===== src/logic/fan_status_pkg.sv =====
package fan_status_pkg;

	// Register byte offsets.
	localparam logic [7:0] OFS_STATUS_FIRST  = 8'h02;
	localparam logic [7:0] OFS_STATUS_SECOND = 8'h03;
	localparam logic [7:0] OFS_FREQ_SPINUP   = 8'h20;
	localparam logic [7:0] OFS_DUTY          = 8'h22;

	// Values after reset.
	localparam logic [7:0] RST_STATUS      = 8'h00;
	localparam logic [7:0] RST_DUTY        = 8'h55;
	localparam logic [7:0] RST_FREQ_SPINUP = 8'h1d;
	localparam logic [7:0] READ_UNMAPPED   = 8'h00;

	// Field positions in the frequency and spin-up register.
	localparam int FS_DISABLE_BIT = 7;
	localparam int FS_FREQ_LSB    = 3;
	localparam int FS_TIME_LSB    = 0;
	localparam logic [7:0] FS_WRITE_MASK = 8'hbf;

	// Status bit positions, first register.
	localparam int S1_LOCAL_LOW   = 7;
	localparam int S1_LOCAL_HIGH  = 6;
	localparam int S1_SENSOR_FAIL = 5;
	localparam int S1_REMOTE_HEAT = 4;
	localparam int S1_REMOTE_LOW  = 3;
	localparam int S1_REMOTE_HIGH = 2;
	localparam int S1_FAN_SLOW    = 1;
	localparam int S1_OVERSPEED   = 0;
	// Status bit positions, second register; bits 2..0 read as zero.
	localparam int S2_HEAT_INPUT  = 7;
	localparam int S2_LOCAL_HEAT  = 6;
	localparam int S2_PASSIVE     = 5;
	localparam int S2_LOCAL_CRIT  = 4;
	localparam int S2_REMOTE_CRIT = 3;
	localparam logic [7:0] S2_USED_MASK = 8'hf8;

	// Duty codes: 0x00 is 0 %, 0xff is 100 %, one step is 0.392 %.
	localparam logic [7:0] DUTY_FULL    = 8'hff;
	localparam logic [7:0] DUTY_OFF     = 8'h00;
	localparam logic [7:0] DUTY_30_PCT  = 8'h4d;
	localparam logic [7:0] DUTY_7_PCT   = 8'h12;
	localparam logic [7:0] REMOTE_MIN   = 8'h80;

	// Temperature hysteresis before a heat-limit flag re-arms.
	localparam logic signed [8:0] HEAT_HYST_DEGC = 9'sd5;

	// Consecutive slow events that declare a fan failure.
	localparam logic [2:0] FAN_FAIL_COUNT = 3'd5;

	// Clocks: the PWM time base runs at 3.2 MHz, made from core_clk by a fractional accumulator.
	localparam int CLK_HZ      = 50000000;
	localparam int INT_CLK_HZ  = 3200000;
	localparam int FRAC_GCD    = 400000;
	localparam logic [6:0] ACC_INC = 7'(INT_CLK_HZ / FRAC_GCD);
	localparam logic [6:0] ACC_MOD = 7'(CLK_HZ / FRAC_GCD);

	// Spin-up time unit of 200 ms; the select field picks a multiple of it.
	localparam int SPINUP_STEP_MS     = 200;
	localparam int SPINUP_STEP_CYCLES = SPINUP_STEP_MS * (CLK_HZ / 1000);

	// Fan drive modes.
	typedef enum logic [1:0] {
		MODE_SW_DUTY   = 2'b00,
		MODE_SW_SPEED  = 2'b01,
		MODE_AUTO_REM  = 2'b10,
		MODE_AUTO_MAX  = 2'b11
	} drive_mode_e;

	// Readings and limits from the monitor, signed whole degrees.
	typedef struct packed {
		logic signed [7:0] local_temp;
		logic signed [7:0] remote_temp;
		logic signed [7:0] local_low;
		logic signed [7:0] local_high;
		logic signed [7:0] remote_low;
		logic signed [7:0] remote_high;
		logic signed [7:0] local_heat_lim;
		logic signed [7:0] remote_heat_lim;
		logic signed [7:0] local_crit;
		logic signed [7:0] remote_crit;
		logic signed [7:0] control_temp;
		logic signed [7:0] passive_temp;
	} temps_s;

	// Speed-sense count and its limits; a larger count means a slower fan.
	typedef struct packed {
		logic [15:0] count;
		logic [15:0] low_limit;
		logic [15:0] high_limit;
	} speed_s;

	// Configuration bits held elsewhere in the device.
	typedef struct packed {
		drive_mode_e mode;
		logic        speed_sense_mode;
		logic        heat_limit_irq_enable;
		logic        fan_irq_enable;
		logic        sensor_fail_irq_enable;
		logic        passive_irq_enable;
	} cfg_s;

	// PWM period in 3.2 MHz ticks for each frequency code and range.
	function automatic logic [18:0] pwm_period(input logic high_range, input logic [2:0] code);
		logic [18:0] p;
		p = 19'd0;
		if (high_range) begin
			unique case (code)
				3'd0: p = 19'd3200;
				3'd1: p = 19'd320;
				3'd2: p = 19'd160;
				3'd3: p = 19'd128;
				3'd4: p = 19'd107;
				default: p = 19'd80;
			endcase
		end else begin
			unique case (code)
				3'd0: p = 19'd320000;
				3'd1: p = 19'd213333;
				3'd2: p = 19'd139130;
				3'd3: p = 19'd106667;
				3'd4: p = 19'd84211;
				3'd5: p = 19'd68085;
				3'd6: p = 19'd51613;
				3'd7: p = 19'd34043;
			endcase
		end
		return p;
	endfunction

endpackage


===== src/logic/fan_status_regs.sv =====
`timescale 1ns/10ps
// Operation
// - Flags stay set until read after resolution.
// - Still-true conditions set flags next monitor tick, except heat and overspeed flags, which wait to rearm.
// - Local low and high limit flags.
// - Remote low and high limit flags.
// - Sensor fail: sticky, over-temp, minimum reading.
// - Sensor fail alerts when enabled.
// - Remote heat flag, pin low, 5 degC rearm.
// - Local heat flag, pin low, 5 degC rearm.
// - Fan slow flag from count versus limit.
// - No slow check in spin-up; set after.
// - Five slow events assert cooler failure.
// - Fan flags alert when fan irq enabled.
// - Overspeed flag rearms below maximum speed.
// - Heat pin pulled low by others, own drive masked: flag and full speed.
// - Passive cooling flag with optional alert.
// - Critical flags drive over-temp, unmasked alert.
// - Duty is 8-bit code, 0.392 percent steps.
// - Speed mode floors duty at 30 percent unless speed_sense_mode is set.
// - Duty and auto modes cut below 7 percent unless speed_sense_mode is set.
// - Duty writes applied only in software-duty mode.
// - High range frequency table, default code 3.
// - Spin-up at full duty unless disabled.
// - PWM timing derived from 3.2 MHz.
module fan_status_regs
	import fan_status_pkg::*;
#(
	parameter int SPINUP_STEP = SPINUP_STEP_CYCLES
) (
	input  wire logic        core_clk,
	input  wire logic        srst,
	input  wire logic        soft_reset,
	input  wire logic [7:0]  reg_addr,
	input  wire logic [7:0]  reg_wdata,
	input  wire logic        reg_wr,
	input  wire logic        reg_rd,
	output logic [7:0]       reg_rdata,
	output logic             reg_rvalid,
	input  wire temps_s      temps,
	input  wire speed_s      speed,
	input  wire cfg_s        cfg,
	input  wire logic        monitor_tick,
	input  wire logic        sensor_fault,
	input  wire logic [7:0]  calc_duty,
	input  wire logic        spinup_start,
	input  wire logic        range_pin,
	input  wire logic        heat_limit_pin_i,
	output logic             heat_limit_pin_o,
	output logic             heat_limit_pin_oe,
	output logic             smbalert_n,
	output logic             overtemp_output_n,
	output logic             fan_fault_n,
	output logic [7:0]       remote_reading,
	output logic             pwm_out,
	output logic [7:0]       drive_duty
);

	// Power-on and software reset act alike.
	logic rst;
	assign rst = srst | soft_reset;

	// Registers.
	logic [7:0]  st1_q, st1_d;        // First status byte.
	logic [7:0]  st2_q, st2_d;        // Second status byte.
	logic [7:0]  duty_q;              // Written duty code, the shadow.
	logic [7:0]  fs_q;                // Frequency and spin-up settings.
	logic        rem_arm_q;           // Remote heat flag may set.
	logic        loc_arm_q;           // Local heat flag may set.
	logic        ovs_arm_q;           // Overspeed flag may set.
	logic [2:0]  slow_cnt_q;          // Consecutive slow ticks.
	logic        fan_fail_q;          // Fan failure state.
	logic        heat_s1_q, heat_s2_q; // Heat pin synchroniser.
	logic [1:0]  oe_dly_q;            // Own drive, delayed to match the synchroniser.
	logic [6:0]  acc_q;               // Fractional 3.2 MHz accumulator.
	logic [18:0] pwm_cnt_q;           // Position in the PWM period.
	logic        spin_q;              // Spin-up in progress.
	logic [31:0] spin_step_q;         // Cycles within one 200 ms step.
	logic [5:0]  spin_left_q;         // Steps of spin-up still to run.

	// Address decode.
	wire sel_s1   = reg_addr == OFS_STATUS_FIRST;
	wire sel_s2   = reg_addr == OFS_STATUS_SECOND;
	wire sel_fs   = reg_addr == OFS_FREQ_SPINUP;
	wire sel_duty = reg_addr == OFS_DUTY;
	wire rd_s1    = reg_rd & sel_s1;
	wire rd_s2    = reg_rd & sel_s2;

	// Settings fields.
	wire       spinup_disable     = fs_q[FS_DISABLE_BIT];
	wire [2:0] freq_select        = fs_q[FS_FREQ_LSB +: 3];
	wire [2:0] spinup_time_select = fs_q[FS_TIME_LSB +: 3];

	// Temperature comparisons widened to nine bits for the hysteresis.
	wire signed [8:0] loc_t  = 9'(temps.local_temp);
	wire signed [8:0] rem_t  = 9'(temps.remote_temp);
	wire signed [8:0] loc_hl = 9'(temps.local_heat_lim);
	wire signed [8:0] rem_hl = 9'(temps.remote_heat_lim);

	wire c_loc_low  = temps.local_temp <= temps.local_low;
	wire c_loc_high = temps.local_temp >= temps.local_high;
	wire c_rem_low  = temps.remote_temp <= temps.remote_low;
	wire c_rem_high = temps.remote_temp >= temps.remote_high;
	wire c_rem_heat = rem_t > rem_hl;
	wire rem_cool   = rem_t <= rem_hl - HEAT_HYST_DEGC;
	wire c_loc_heat = loc_t > loc_hl;
	wire loc_cool   = loc_t <= loc_hl - HEAT_HYST_DEGC;
	wire c_passive  = temps.control_temp <= temps.passive_temp;
	wire c_loc_crit = temps.local_temp >= temps.local_crit;
	wire c_rem_crit = temps.remote_temp >= temps.remote_crit;
	wire c_slow     = speed.count >= speed.low_limit;
	wire c_fast     = speed.count <= speed.high_limit;
	wire below_max  = speed.count > speed.high_limit;

	// The heat pin reads low only from others; the synchroniser still shows our own
	// drive for two cycles after release, so the delayed enable masks that tail too.
	wire heat_in_low = ~heat_s2_q & ~heat_limit_pin_oe & ~(|oe_dly_q);

	// Spin-up ends when the last step counts out.
	wire spin_done = spin_q && spin_left_q == 6'd1 && spin_step_q == 32'(SPINUP_STEP - 1);

	wire slow_event = monitor_tick & c_slow & ~spin_q;

	// Flag set terms for both status bytes.
	logic [7:0] set1, set2, clr1, clr2;
	always_comb begin
		set1 = 8'h00;
		set2 = 8'h00;
		if (monitor_tick) begin
			set1[S1_LOCAL_LOW]   = c_loc_low;
			set1[S1_LOCAL_HIGH]  = c_loc_high;
			set1[S1_REMOTE_LOW]  = c_rem_low;
			set1[S1_REMOTE_HIGH] = c_rem_high;
			set1[S1_REMOTE_HEAT] = c_rem_heat & rem_arm_q;
			set1[S1_OVERSPEED]   = c_fast & ovs_arm_q;
			set2[S2_LOCAL_HEAT]  = c_loc_heat & loc_arm_q;
			set2[S2_PASSIVE]     = c_passive;
			set2[S2_LOCAL_CRIT]  = c_loc_crit;
			set2[S2_REMOTE_CRIT] = c_rem_crit;
		end
		set1[S1_FAN_SLOW] = slow_event | spin_done;
		set1[S1_SENSOR_FAIL] = sensor_fault;
		set2[S2_HEAT_INPUT] = heat_in_low;
	end

	assign clr1 = rd_s1 ? (st1_q & ~(8'h01 << S1_SENSOR_FAIL)) : 8'h00;
	assign clr2 = rd_s2 ? st2_q : 8'h00;

	assign st1_d = (st1_q & ~clr1) | set1;
	assign st2_d = ((st2_q & ~clr2) | set2) & S2_USED_MASK;

	// Status flags and their re-arm state.
	always_ff @(posedge core_clk) begin
		if (rst) begin
			st1_q     <= RST_STATUS;
			st2_q     <= RST_STATUS;
			rem_arm_q <= 1'b1;
			loc_arm_q <= 1'b1;
			ovs_arm_q <= 1'b1;
		end else begin
			st1_q <= st1_d;
			st2_q <= st2_d;
			if (clr1[S1_REMOTE_HEAT] & ~set1[S1_REMOTE_HEAT])
				rem_arm_q <= 1'b0;
			else if (rem_cool)
				rem_arm_q <= 1'b1;
			if (clr2[S2_LOCAL_HEAT] & ~set2[S2_LOCAL_HEAT])
				loc_arm_q <= 1'b0;
			else if (loc_cool)
				loc_arm_q <= 1'b1;
			if (clr1[S1_OVERSPEED] & ~set1[S1_OVERSPEED])
				ovs_arm_q <= 1'b0;
			else if (below_max)
				ovs_arm_q <= 1'b1;
		end
	end

	// Fan failure: a run of slow ticks; any tick outside spin-up that is not slow breaks the run.
	always_ff @(posedge core_clk) begin
		if (rst) begin
			slow_cnt_q <= 3'd0;
			fan_fail_q <= 1'b0;
		end else if (slow_event) begin
			if (slow_cnt_q != FAN_FAIL_COUNT)
				slow_cnt_q <= slow_cnt_q + 3'd1;
			if (slow_cnt_q == FAN_FAIL_COUNT - 3'd1)
				fan_fail_q <= 1'b1;
		end else if (monitor_tick & ~spin_q) begin
			slow_cnt_q <= 3'd0;
		end
	end

	// Heat pin synchroniser; only the second stage is read.
	always_ff @(posedge core_clk) begin
		if (rst) begin
			heat_s1_q <= 1'b1;
			heat_s2_q <= 1'b1;
			oe_dly_q  <= 2'b00;
		end else begin
			heat_s1_q <= heat_limit_pin_i;
			heat_s2_q <= heat_s1_q;
			oe_dly_q  <= {oe_dly_q[0], heat_limit_pin_oe};
		end
	end

	// Alert sources; critical flags bypass every enable.
	wire alert_any =
		(st1_q[S1_SENSOR_FAIL] & cfg.sensor_fail_irq_enable) |
		((st1_q[S1_REMOTE_HEAT] | st2_q[S2_LOCAL_HEAT]) & cfg.heat_limit_irq_enable) |
		((st1_q[S1_FAN_SLOW] | st1_q[S1_OVERSPEED]) & cfg.fan_irq_enable) |
		(st2_q[S2_PASSIVE] & cfg.passive_irq_enable) |
		st2_q[S2_LOCAL_CRIT] | st2_q[S2_REMOTE_CRIT];

	wire overtemp_any = st1_q[S1_SENSOR_FAIL] | st2_q[S2_LOCAL_CRIT] | st2_q[S2_REMOTE_CRIT];

	wire heat_drive = st1_q[S1_REMOTE_HEAT] | st2_q[S2_LOCAL_HEAT];

	// Pin outputs registered, so they trail the flags by one cycle.
	always_ff @(posedge core_clk) begin
		if (rst) begin
			smbalert_n        <= 1'b1;
			overtemp_output_n <= 1'b1;
			heat_limit_pin_oe <= 1'b0;
			fan_fault_n       <= 1'b1;
			remote_reading    <= REMOTE_MIN;
		end else begin
			smbalert_n        <= ~alert_any;
			overtemp_output_n <= ~overtemp_any;
			heat_limit_pin_oe <= heat_drive;
			fan_fault_n       <= ~fan_fail_q;
			remote_reading    <= st1_q[S1_SENSOR_FAIL] ? REMOTE_MIN : temps.remote_temp;
		end
	end

	// The pin is only ever pulled low; releasing it lets the pull-up win.
	assign heat_limit_pin_o = 1'b0;

	wire [7:0] calc = (cfg.mode == MODE_SW_DUTY) ? duty_q : calc_duty;
	wire floor30 = ~cfg.speed_sense_mode & (cfg.mode == MODE_SW_SPEED) & (calc < DUTY_30_PCT);
	wire cut7 = ~cfg.speed_sense_mode & (cfg.mode != MODE_SW_SPEED) & (calc < DUTY_7_PCT);
	wire full = spin_q | heat_in_low;

	wire [7:0] drive_d = full ? DUTY_FULL : floor30 ? DUTY_30_PCT : cut7 ? DUTY_OFF : calc;
	wire [7:0] duty_read = (~full & (floor30 | cut7)) ? calc : drive_d;

	// Register writes and the read port; reads answer one cycle after the strobe.
	always_ff @(posedge core_clk) begin
		if (rst) begin
			duty_q     <= RST_DUTY;
			fs_q       <= RST_FREQ_SPINUP;
			reg_rdata  <= READ_UNMAPPED;
			reg_rvalid <= 1'b0;
		end else begin
			if (reg_wr & sel_duty)
				duty_q <= reg_wdata;
			if (reg_wr & sel_fs)
				fs_q <= reg_wdata & FS_WRITE_MASK;
			reg_rvalid <= reg_rd;
			if (reg_rd) begin
				if (sel_s1)
					reg_rdata <= st1_q;
				else if (sel_s2)
					reg_rdata <= st2_q;
				else if (sel_fs)
					reg_rdata <= fs_q;
				else if (sel_duty)
					reg_rdata <= duty_read;
				else
					reg_rdata <= READ_UNMAPPED;
			end
		end
	end

	// Spin-up length in 200 ms steps for each select code.
	logic [5:0] spin_steps;
	always_comb begin
		unique case (spinup_time_select)
			3'd0: spin_steps = 6'd1;
			3'd1: spin_steps = 6'd2;
			3'd2: spin_steps = 6'd3;
			3'd3: spin_steps = 6'd4;
			3'd4: spin_steps = 6'd5;
			3'd5: spin_steps = 6'd10;
			3'd6: spin_steps = 6'd20;
			3'd7: spin_steps = 6'd40;
		endcase
	end

	// Spin-up timer; a fresh start request while running is ignored.
	always_ff @(posedge core_clk) begin
		if (rst) begin
			spin_q      <= 1'b0;
			spin_step_q <= 32'd0;
			spin_left_q <= 6'd0;
		end else if (~spin_q) begin
			if (spinup_start & ~spinup_disable) begin
				spin_q      <= 1'b1;
				spin_step_q <= 32'd0;
				spin_left_q <= spin_steps;
			end
		end else if (spin_step_q == 32'(SPINUP_STEP - 1)) begin
			spin_step_q <= 32'd0;
			spin_left_q <= spin_left_q - 6'd1;
			if (spin_left_q == 6'd1)
				spin_q <= 1'b0;
		end else begin
			spin_step_q <= spin_step_q + 32'd1;
		end
	end

	// fractional 3.2 MHz tick
	// One bit wider than the accumulator so that the sum cannot wrap before the compare.
	wire [7:0] acc_sum = {1'b0, acc_q} + {1'b0, ACC_INC};
	wire       tick32  = acc_sum >= {1'b0, ACC_MOD};
	wire [7:0] acc_rem = acc_sum - {1'b0, ACC_MOD};

	wire [18:0] period = pwm_period(~range_pin, freq_select);

	// The compare scales by 255 so that code 0xff keeps the output on all period long.
	wire [26:0] lhs = 27'(pwm_cnt_q) * 27'd255;
	wire [26:0] rhs = 27'(drive_duty) * 27'(period);

	// PWM counter and output; a frequency change takes effect at once.
	always_ff @(posedge core_clk) begin
		if (rst) begin
			acc_q      <= 7'd0;
			pwm_cnt_q  <= 19'd0;
			pwm_out    <= 1'b0;
			drive_duty <= RST_DUTY;
		end else begin
			acc_q      <= tick32 ? acc_rem[6:0] : acc_sum[6:0];
			drive_duty <= drive_d;
			if (tick32)
				pwm_cnt_q <= (pwm_cnt_q >= period - 19'd1) ? 19'd0 : pwm_cnt_q + 19'd1;
			pwm_out <= lhs < rhs;
		end
	end

endmodule


===== config.mk =====
export PLATFORM = sky130hd
export DESIGN_NAME = fan_status_regs
export DESIGN_NICKNAME = d
export VERILOG_FILES = /design/src/logic/fan_status_pkg.sv /design/src/logic/fan_status_regs.sv
export SDC_FILE = /design/constraint.sdc
export NUM_CORES = 1
export LEC_CHECK = 0
export BUFFER_PORTS_ARGS = -buffer_cell sky130_fd_sc_hd__buf_2
export CORE_ASPECT_RATIO = 1.1
export CORE_MARGIN = 2
export CORE_UTILIZATION = 28
export DETAILED_ROUTE_END_ITERATION = 6
export PLACE_DENSITY = 0.42
export SLEW_MARGIN = 20
export SYNTH_ARGS = -nofsm -noshare
export SYNTH_HDL_FRONTEND = slang
export SYNTH_SLANG_ARGS = --single-unit

===== constraint.sdc =====
create_clock -name core_clk -period 7.6 [get_ports core_clk]
set_clock_uncertainty 0.2 [all_clocks]
set_input_delay 0 -clock core_clk [delete_from_list [all_inputs] [get_ports core_clk]]
set_output_delay 0 -clock core_clk [all_outputs]
set_load 0.005 [all_outputs]

## After elaboration in Yosys (flattened, before gate mapping)

Memory sizes are Yosys's and may differ from the RTL's. A register that Yosys moved wholly into a read port is not among the register bits.
Cells that the tools add are included.

| operators by class | value |
|---|---|
| $add $sub $neg | 9 |
| multiply operators | 2 |
| div/mod/pow operators | 0 |
| order comparisons | 19 |
| equality and inequality tests | 16 |
| shift operators | 0 |
| mux-type cells | 42 |
| bitwise gates (word level) | 57 |
| reduce and logical (&&, ||, !) cells | 14 |

Operators by type and width:

| operator | count |
|---|---|
| $mux 32 | 3 |
| $mux 8 | 11 |
| $pmux 12 s5 | 1 |
| $mux 19 | 2 |
| $add 32x1->32 const B | 1 |
| $eq 32x24->1 const B | 1 |
| $ge 8x8->1 | 4 |
| $lt 27x27->1 | 1 |
| $mul 19x8->27 const B | 1 |
| $mul 8x19->27 | 1 |
| $and 1x1->1 | 25 |
| $le 8x8->1 | 3 |
| $mux 3 | 8 |
| $add 19x1->19 const B | 1 |
| $ge 19x19->1 | 1 |
| $sub 19x1->19 const B | 1 |
| $le 8x9->1 | 2 |
| $mux 6 | 3 |
| $sub 8x4->9 const B | 2 |
| $and 8x8->8 | 2 |
| $eq 8x2->1 const B | 2 |
| $eq 8x6->1 const B | 2 |
| $ge 16x16->1 | 1 |
| $gt 16x16->1 | 1 |
| 30 further kinds | 79 |

| word-level totals | value |
|---|---|
| bits in registers | 137 |
| latch bits | 0 |
| memory bits (writable) | 0 |
| ROM bits | 200 |
| input port bits | 185 |
| logic and storage cells | 188 |
| memories kept | 2 |

Memory list:

| name | words | bits a word | read ports | clocked after memory_dff | write ports | line | source |
|---|---|---|---|---|---|---|---|
| (name not given) | 8 | 19 | 1 | 1 | 0 | fan_status_pkg.sv:117 | `unique case (code)` |
| (name not given) | 8 | 6 | 1 | 1 | 0 | fan_status_regs.sv:277 | `unique case (spinup_time_select)` |

## Longest topological paths before layout

Gate-level depths: netlist of the first run.

| logic depth | value |
|---|---|
| word-level depth | 12 |
| depth in mapped cells | 30 |
| depth with buffers taken out | 28 |

## Worst setup path after synthesis of the first run

OpenSTA, ideal clock, no wires.

| path | value |
|---|---|
| kind | in2reg |
| from | in range_pin |
| to | reg pwm_out |
| data arrival time | 6.296 ns |
| data required time | 7.269 ns |
| setup slack | 0.973 ns |
| stages | 25 |
| path through | buf_2 clkbuf_1 clkbuf_1 clkbuf_1 clkbuf_1 nand3_1 fa_1 inv_1 fa_1 inv_1 fa_1 fa_1 inv_1 ha_1 o21a_1 a2111oi_0 nor2_1 a21o_1 a311oi_1 xor2_1 ha_1 nand4_1 a211o_1 a2111oi_0 nor3_1 |

| between the ends | value |
|---|---|
| word-level cells in the longest chain between the ends | 3 |

RTL lines:

| item | line | source |
|---|---|---|
| start, declared | fan_status_regs.sv:47 | `input wire logic range_pin,` |
| $mux 19 | fan_status_pkg.sv:107 | `if (high_range) begin` |
| $mul 8x19->27 | fan_status_regs.sv:321 | `wire [26:0] rhs = 27'(drive_duty) * 27'(period);` |
| $lt 27x27->1 | fan_status_regs.sv:335 | `pwm_out <= lhs < rhs;` |
| end signal, assigned | fan_status_regs.sv:335 |  |
| end, declared | fan_status_regs.sv:55 | `output logic pwm_out,` |

No other way between the ends.
A chain may end at the register's enable or synchronous reset.

## Worst setup path after layout of the first run

| path | value |
|---|---|
| from | reg fs_q[4] |
| to | reg pwm_out |

| between the ends | value |
|---|---|
| word-level cells in the longest chain between the ends | 5 |

RTL lines:

| item | line | source |
|---|---|---|
| start, declared | fan_status_regs.sv:67 | `logic [7:0] fs_q;` |
| start signal, assigned | fan_status_regs.sv:257 | `fs_q <= reg_wdata & FS_WRITE_MASK;` |
| $eq 3x3->1 (tied with other cells) | fan_status_pkg.sv:108 | `unique case (code)` |
| $pmux 12 s5 (*) | fan_status_pkg.sv:108 |  |
| $mux 19 (*) | fan_status_pkg.sv:107 |  |
| $mul 8x19->27 (*) | fan_status_regs.sv:321 |  |
| $lt 27x27->1 (*) | fan_status_regs.sv:335 |  |

Mark *: on every way between the ends. The rest lies on a longest branch, timed or not.

==> results of run 1 <==
==> worst min-delay path by stage <==
stage	endpoint	start	cells past startpoint	slack, ps
2_1_floorplan	heat_s1_q$_SDFF_PP1_	heat_limit_pin_i	1	-100
3_3_place_gp	heat_s1_q$_SDFF_PP1_	heat_limit_pin_i	2	-10
3_5_place_dp	heat_s1_q$_SDFF_PP1_	heat_limit_pin_i	2	-10
4_1_cts	rem_arm_q$_SDFFE_PP1P_	temps[37]	7	9
5_1_grt	st1_q[0]$_SDFF_PP0_	speed[33]	4	50
6_report	st1_q[0]$_SDFF_PP0_	speed[33]	4	40
==> what timing repair did <==
| action | in CTS | in global routing |
|---|---|---|
| hold endpoints to repair | 105 | 0 |
| resized for setup | 0 | 4 |
| hold buffers | 95 | 0 |
| setup buffers | 0 | 0 |
| endpoints found under the setup margin | 0 | 1 |
==> placed cells by master (no fill, tap or decap), drive strengths merged, types with 21 or more instances in the layout <==
cell type and n:
inv 356, ha 294, buf 230, fa 187, nor2 162, nand2 160, dfxtp 159, a21oi 145
dlygate4sd3 95, o21ai 93, and2 68, xnor2 67, and3 61, nand3 55, a21o 47, nor3 46
nor2b 39, nand4 37, xor2 31, a211oi 23, nor4 22, a311oi 21
==> per-layer routing <==
metal | vias up | share of wire | wire, um
met3 | 68 | 0.040 | 2460
met1 | 8581 | 0.45 | 28100
met5 | - | 0.00013 | 8
met2 | 298 | 0.48 | 30000
li1 | 8602 | - | -
met4 | 2 | 0.021 | 1300
==> layout make-up <==
| cell class | count | area [sq um] |
|---|---|---|
| Clock inverter | 12 | 173 |
| Antenna cell | 3 | 7.51 |
| Tap cell | 936 | 1170 |
| Multi-Input combinational cell | 1777 | 15200 |
| Inverter | 350 | 1310 |
| Sequential cell | 159 | 3180 |
| Timing Repair Buffer | 325 | 2140 |
| Clock buffer | 20 | 447 |
| Fill cell | 7424 | 46900 |
==> synth_stat cells (5+ instances only) <==
library cell	n	area [sq um]
sky130_fd_sc_hd__buf_2	11	55.1
sky130_fd_sc_hd__nor2_1	160	601
sky130_fd_sc_hd__nand3_1	55	275
sky130_fd_sc_hd__a211oi_1	23	173
sky130_fd_sc_hd__or3_1	5	31.3
sky130_fd_sc_hd__nand4_1	37	231
sky130_fd_sc_hd__and3_1	61	382
sky130_fd_sc_hd__or4_1	5	37.5
sky130_fd_sc_hd__nand2b_1	18	113
sky130_fd_sc_hd__nor4_1	20	125
sky130_fd_sc_hd__xor2_1	31	272
sky130_fd_sc_hd__nand2_1	156	586
sky130_fd_sc_hd__o21a_1	19	143
sky130_fd_sc_hd__a21o_1	47	353
sky130_fd_sc_hd__buf_1	8	30.0
sky130_fd_sc_hd__nor4b_1	6	52.6
sky130_fd_sc_hd__a311oi_1	21	184
sky130_fd_sc_hd__and2_1	66	413
sky130_fd_sc_hd__o21ai_0	92	460
sky130_fd_sc_hd__mux2i_1	15	150
sky130_fd_sc_hd__fa_1	187	3740
sky130_fd_sc_hd__xnor2_1	67	587
sky130_fd_sc_hd__dfxtp_1	159	3180
sky130_fd_sc_hd__clkbuf_1	54	203
sky130_fd_sc_hd__a222oi_1	5	50.1
sky130_fd_sc_hd__or2_2	7	43.8
sky130_fd_sc_hd__and4_1	8	70.1
sky130_fd_sc_hd__o211ai_1	17	128
sky130_fd_sc_hd__a211o_1	5	43.8
sky130_fd_sc_hd__ha_1	294	3680
sky130_fd_sc_hd__o31ai_1	9	67.6
sky130_fd_sc_hd__a21oi_1	144	721
sky130_fd_sc_hd__nor2b_1	38	238
sky130_fd_sc_hd__nor3_1	44	220
sky130_fd_sc_hd__inv_1	350	1310
sky130_fd_sc_hd__a31oi_1	14	87.6
sky130_fd_sc_hd__a22o_1	6	52.6
==> per-stage QoR <==
stage	power (mW)	setup WS (ps)
finish	2.61	529
CTS	2.66	255
global route	2.79	94.9
global placement	1.62	421
detailed placement	1.64	270
floorplan	1.39	973
==> worst max-delay path, delay by kind of cell (launching register included) <==
family,cells,cell delay [ps]
adder cells (fa/ha/maj),6,2710
AND/OR/NAND/NOR,5,660
buffers and inverters,4,200
AO/OA/AOI/OAI,8,2460
flip-flops,1,550
XOR/XNOR,1,150
==> kinds of logic after synthesis <==
kind of cell / share of synthesized area
adders and majority gates: 0.371
muxes: 0.00938
DFF: 0.159
buffers and inverters: 0.0807
xor gates and xnor gates: 0.0429
AOI/OAI and AO/OA: 0.152
other: 0.000187
and+or+nand+nor: 0.184
==> where the power goes <==
part	switching [mW]	leakage, nW	internal, mW
Sequential	0.0244	1.29	0.844
Clock	0.421	0.294	0.534
Combinational	0.438	10.0	0.348
Total	0.884	11.6	1.73
==> out/summary.log, run 1 <==
[status] result of the run completed
[die] core footprint 70600 sq um
[pwr] Pwr Density 110 nW/um^2
[placed_design] placer's final routability congestion estimate 0.869
[global_route] overall global routing resource usage 0.171
[yosys] sequential fraction of the synthesis area 0.159
[global_route] most used routing layer met2
[die] top-level port count 216
[clocking] clock sink total 159
[final_layout] layout cell share with drive strength beyond 1 0.112
[timing] final-report setup violation count 0
[yosys] synthesized net count 3027
[yosys] dominant register cell in the synthesized netlist sky130_fd_sc_hd__dfxtp_1
[global_route] vias in the first global route 18300
[die] Die Footprint 73600 sq um
[critical_path] maximum fanout along the worst path 10
[pwr] Worst VDD drop 0.000182 V
[critical_path] Critical R2R Capture pwm_out$_SDFF_PP0_
[die] standard-cell rows 102
[timing] Final min period 7070 ps
[critical_path] kind of launch point of the worst setup path register
[placed_design] HPWL after detailed placement 50.8 mm
[final_layout] final core utilization 0.335
[job] reported max-cap violation count 0
[yosys] cell area after synthesis 20000 sq um
[drt] ANT nets after route 0
[drt] average vias per placed instance 4.90
[global_route] antenna violations before repair 3
[timing] worst hold slack 44.0 ps
[global_route] maximum number of pins on one net before global-route repair 73
[drt] remaining design rule violation count 0
[yosys] total number of yosys warnings 0
[final_layout] nets 3296
[die] Die W 259 um
[timing] Worst-Margin Slew 1000 ps
[worst_hold_path] hold crit path type in -> reg
[clocking] CTS tree done
[timing] timing-limited maximum frequency 141 MHz
[critical_path] depth of the worst register-to-register path 24
[clocking] clock tree root buffer cell sky130_fd_sc_hd__clkbuf_16
[placed_design] total of buffers placed on input and output ports 214
[clocking] clock insertion delay at the later pin of the skew report 490 ps
[final_layout] area growth from synthesis to layout 18.3%
[global_route] GRT met2 Usage 0.294
[critical_path] startpoint of the worst setup timing path fs_q[4]$_SDFFE_PP1P_
[critical_path] capturing element of the worst setup path pwm_out$_SDFF_PP0_
[critical_path] worst flop-to-flop path startpoint fs_q[4]$_SDFFE_PP1P_
[drt] number of search-and-repair iterations in the first detailed-routing pass 5
[yosys] flip-flop and latch count after synthesis 159
[die] initial core utilization 0.284
[die] overall die height 284 um
[drt] Routed wire per std cell 17.3 um
[critical_path] Critical-path top delay cell sky130_fd_sc_hd__a21oi_1
[critical_path] setup slack of the most critical reg-to-reg path 530 ps
[critical_path] WP data required 7770 ps
[placed_design] number of placed cells counting well taps 3452
[yosys] number of enable-type register cells in the synthesized netlist 0
[pwr] leakage power of the design 11.6 nW
[critical_path] highest cell delay on the worst timing path 700 ps
[yosys] Synth async-reset ratio 0
[timing] count of endpoints failing hold in the final timing report 0
[clocking] CTS clk-pin slew, worst paths 80 ps
[global_route] global-route congestion overflow total 0
[critical_path] worst setup path category reg -> reg
[drt] Final Routed Wirelength 61.8 mm
[final_layout] post-route standard cell area excluding fillers 23700 sq um
[yosys] average cell area after synthesis 8.48 sq um
[critical_path] kind of capture point of the worst setup path register
[global_route] met3 demand-to-capacity share in global routing 0.0346
[timing] unrepaired setup endpoints after global routing no
[global_route] global-route wire length before repair 99.7 mm
[clocking] number of levels in the clock H-tree 4
[final_layout] fin cells 3582
[timing] Total Negative Setup Slacks 0 ps
[yosys] count of cell types in the netlist 86
[global_route] met1 routing resource usage after global routing 0.215
[clocking] buffer depth of the longest clock path 2
[drt] number of violations reported at the end of detailed-routing iteration 0 824
[critical_path] data arrival time at the worst-slack endpoint 7240 ps
[placed_design] area post-placement 22100 sq um
[clocking] CTS Buf Count 17
[yosys] instance count of the mapped netlist 2361
[timing] ratio of final minimum period to clock period 0.930
[timing] worst slew slack as a fraction of its limit 0.321
[critical_path] series of cell instances along the critical path nor4_1 -> a21oi_1 -> nor2b_1 -> fa_1 -> inv_1 -> fa_1 -> inv_1 -> fa_1 -> inv_1 -> fa_1 -> inv_1 -> ha_1 -> and4_1 -> a21oi_1 -> o211ai_1 -> a31o_2 -> a21oi_1 -> o21ai_0 -> xnor2_1 -> ha_1 -> nand4_1 -> a211o_1 -> a2111oi_0 -> nor3_1
[timing] number of max-slew violations in the final report 0
[drt] vias after detailed routing 17600
Power figures use the tool's default switching activity.
==> inputs of run 2 (changes only) <==
--- a/config.mk
+++ b/config.mk
@@ -6,7 +6,7 @@
 export NUM_CORES = 1
 export LEC_CHECK = 0
 export BUFFER_PORTS_ARGS = -buffer_cell sky130_fd_sc_hd__buf_2
-export CORE_ASPECT_RATIO = 1.1
+export CORE_ASPECT_RATIO = 1.2
 export CORE_MARGIN = 2
 export CORE_UTILIZATION = 28
 export DETAILED_ROUTE_END_ITERATION = 6
==> run 2 against run 1 <==
  * Worst setup slack worse by 35 ps
  * Global-route usage up 0.54 points
  * Clock power down 5.2%
  * Die area about the same
  * Critical path depth up 1
  * Combinational power up 0.9%
  * First-iteration DRC count down 17%
  * Sequential share of layout area about the same
  * The run now ends with DRC left
  * Non-clock buffer count unchanged
==> out/summary.log, run 2 (synthesized netlist as in run 1, its figures left out) <==
[critical_path] worst setup path category reg -> reg [unchanged]
[timing] Total Negative Setup Slacks 0 ps [unchanged]
[die] overall die height 297 um [was 284 um]
[timing] final-report setup violation count 0 [unchanged]
[drt] number of search-and-repair iterations in the first detailed-routing pass 7 [was 5]
[drt] ANT nets after route 0 [unchanged]
[final_layout] area growth from synthesis to layout 18.0% [was 18.3%]
[timing] minimum setup slack in the final design 494 ps [was 529 ps]
[pwr] combinational cell fraction of total power 0.309 [was 0.301]
[global_route] global-route wire length before repair 102 mm [was 99.7 mm]
[final_layout] nets 3296 [unchanged]
[die] Die Footprint 73600 sq um [about the same]
[critical_path] CP most frequent cell sky130_fd_sc_hd__inv_1
[drt] Routed wire per std cell 17.6 um [was 17.3 um]
[timing] worst slew slack as a fraction of its limit 0.338 [was 0.321]
[pwr] sw power 903 uW [was 884 uW]
[placed_design] HPWL after detailed placement 51.7 mm [was 50.8 mm]
[timing] Worst-Margin Slew 992 ps [was 1000 ps]
[timing] unrepaired setup endpoints after global routing no [unchanged]
[timing] Final min period 7110 ps [was 7070 ps]
[clocking] number of levels in the clock H-tree 4 [unchanged]
[critical_path] maximum fanout along the worst path 10 [unchanged]
[die] top-level port count 216 [unchanged]
[pwr] proportion of total power due to net switching 0.352 [was 0.339]
[drt] number of violations reported at the end of detailed-routing iteration 0 688 [was 824]
[drt] remaining design rule violation count 4 [was 0]
[timing] ratio of final minimum period to clock period 0.935 [was 0.930]
[die] core footprint 70800 sq um [was 70600 sq um]
[final_layout] highest-count cells in the layout ignoring fill and taps sky130_fd_sc_hd__inv_1, sky130_fd_sc_hd__ha_1, sky130_fd_sc_hd__buf_2 [unchanged]
[global_route] antenna violations before repair 1 [was 3]
[global_route] vias in the first global route 18600 [was 18300]
[critical_path] WP data required 7760 ps [was 7770 ps]
[die] initial core utilization 0.283 [was 0.284]
[clocking] CTS tree done [unchanged]
[critical_path] highest cell delay on the worst timing path 540 ps [was 700 ps]
[timing] count of endpoints failing hold in the final timing report 0 [unchanged]
[timing] number of max-slew violations in the final report 0 [unchanged]
[final_layout] commonest non-fill, non-tap cell in the layout sky130_fd_sc_hd__inv_1 [unchanged]
[job] reported max-cap violation count 0 [unchanged]
[timing] timing-limited maximum frequency 141 MHz [about the same]
[clocking] clock tree root buffer cell sky130_fd_sc_hd__clkbuf_16 [unchanged]
[drt] average vias per placed instance 4.91 [was 4.90]
[global_route] global-route congestion overflow total 0 [unchanged]
[pwr] Pwr Density 109 nW/um^2 [was 110 nW/um^2]
[worst_hold_path] hold crit path type in -> reg [unchanged]
[critical_path] kind of capture point of the worst setup path register [unchanged]
[final_layout] layout cell share with drive strength beyond 1 0.115 [was 0.112]
[pwr] Internal Pwr Total 1.66 mW [was 1.73 mW]
[placed_design] placer's final routability congestion estimate 0.834 [was 0.869]
[clocking] CTS Buf Count 17 [unchanged]
[drt] Final Routed Wirelength 63.0 mm [was 61.8 mm]
[critical_path] Critical-path top delay cell sky130_fd_sc_hd__fa_1 [was sky130_fd_sc_hd__a21oi_1]
[die] standard-cell rows 107 [was 102]
[clocking] clock sink total 159 [unchanged]
[drt] vias after detailed routing 17500 [was 17600]
[placed_design] minimum setup slack after placement 204 ps [was 270 ps]
[pwr] leakage power of the design 11.6 nW [about the same]
[die] Die W 248 um [was 259 um]
[pwr] Worst VDD drop 0.000182 V [about the same]
[clocking] buffer depth of the longest clock path 2 [unchanged]
[pwr] sequential share of power 0.338 [was 0.333]
[placed_design] total of buffers placed on input and output ports 214 [unchanged]
[clocking] CTS clk-pin slew, worst paths 70 ps [was 80 ps]
[pwr] proportion of power drawn by the clock network 0.353 [was 0.366]
[global_route] overall global routing resource usage 0.176 [was 0.171]
[critical_path] data arrival time at the worst-slack endpoint 7270 ps [was 7240 ps]
[status] result of the run complete, but fails checks [was completed]
[clocking] clock insertion delay at the later pin of the skew report 480 ps [was 490 ps]
[critical_path] kind of launch point of the worst setup path register [unchanged]
[status] violated checks DRC
[global_route] maximum number of pins on one net before global-route repair 56 [was 73]
-- run 2: changes by cell type in the layout (fill, tap and decap cells not counted), sizes merged --
cell / before / now
buf: 230 / 236
clkbuf: 20 / 18
clkinv: 0 / 1
clkinvlp: 3 / 2
dlygate4sd3: 95 / 89
diode: 3 / 1
bufinv: 3 / 1
inv: 356 / 359
-- run 2: critical path, delay by kind of cell, from the launching register on --
family	cells	cell delay, ps
flops	1	490
fa+ha+maj	6	2700
compound gates	8	2180
simple gates	5	880
buf+inv	5	380
xor+xnor	1	150
-- run 2: worst paths after layout --
| check | startpoint | end | slack, ps | cells after the start |
|---|---|---|---|---|
| min | temps[63] | st1_q[3]$_SDFF_PP0_ | 30 | 5 |
| min reg2reg | fan_fail_q$_SDFFE_PP0P_ | fan_fault_n$_SDFF_PP1_ | 250 | 1 |
| max reg2reg | fs_q[3]$_SDFFE_PP1P_ | pwm_out$_SDFF_PP0_ | 490 | 25 |
| max | fs_q[3]$_SDFFE_PP1P_ | pwm_out$_SDFF_PP0_ | 490 | 25 |
-- run 2: stage by stage --
stage | instances | hold slack (ps) | power [mW] | cell area [sq um] | util
6_report | 3569 | 33.0 | 2.57 | 23600 | 0.333
3_5_place_dp | 3448 | -8.21 | 1.65 | 22100 | 0.312
4_1_cts | 3568 | 13.3 | 2.62 | 23600 | 0.333
2_1_floorplan | 2361 | -101 | 1.39 | 20000 | -
5_1_grt | 3569 | 90.2 | 2.74 | 23600 | 0.333
3_3_place_gp | 3448 | -14.9 | 1.64 | 22100 | 0.312
-- run 2: per-layer routing --
metal | vias to the layer above | track usage | wire (um)
li1 | 8602 | - | -
met1 | 8548 | 0.211 | 26700
met2 | 327 | 0.326 | 33300
met3 | 43 | 0.0281 | 2230
met4 | 0 | 0.0386 | 810
met5 | - | 0 | 0
-- run 2: timing repair --
item	4_1_cts	5_1_grt
endpoints found under the hold margin	110	0
setup buffers	0	0
hold buffers	89	0
setup endpoints to repair	0	1
gates resized for setup	0	4
-- run 2: layout make-up --
class,instances,area (sq um)
clock buffer,18,439
clock inverter,13,143
timing repair buffer,325,2130
inverter,350,1310
sequential,159,3180
tap,926,1160
multi-input combinational,1777,15200
antenna,1,2.50
fill,7478,47200
-- run 2: power by group through the flow --
| stage | logic [mW] | clock network [mW] | registers [mW] |
|---|---|---|---|
| finish | 0.793 | 0.905 | 0.868 |
| floorplan | 0.520 | 0 | 0.870 |
| detailed placement | 0.762 | 0 | 0.887 |
| global route | 0.909 | 0.961 | 0.869 |
| CTS | 0.806 | 0.941 | 0.868 |
| global placement | 0.752 | 0 | 0.887 |
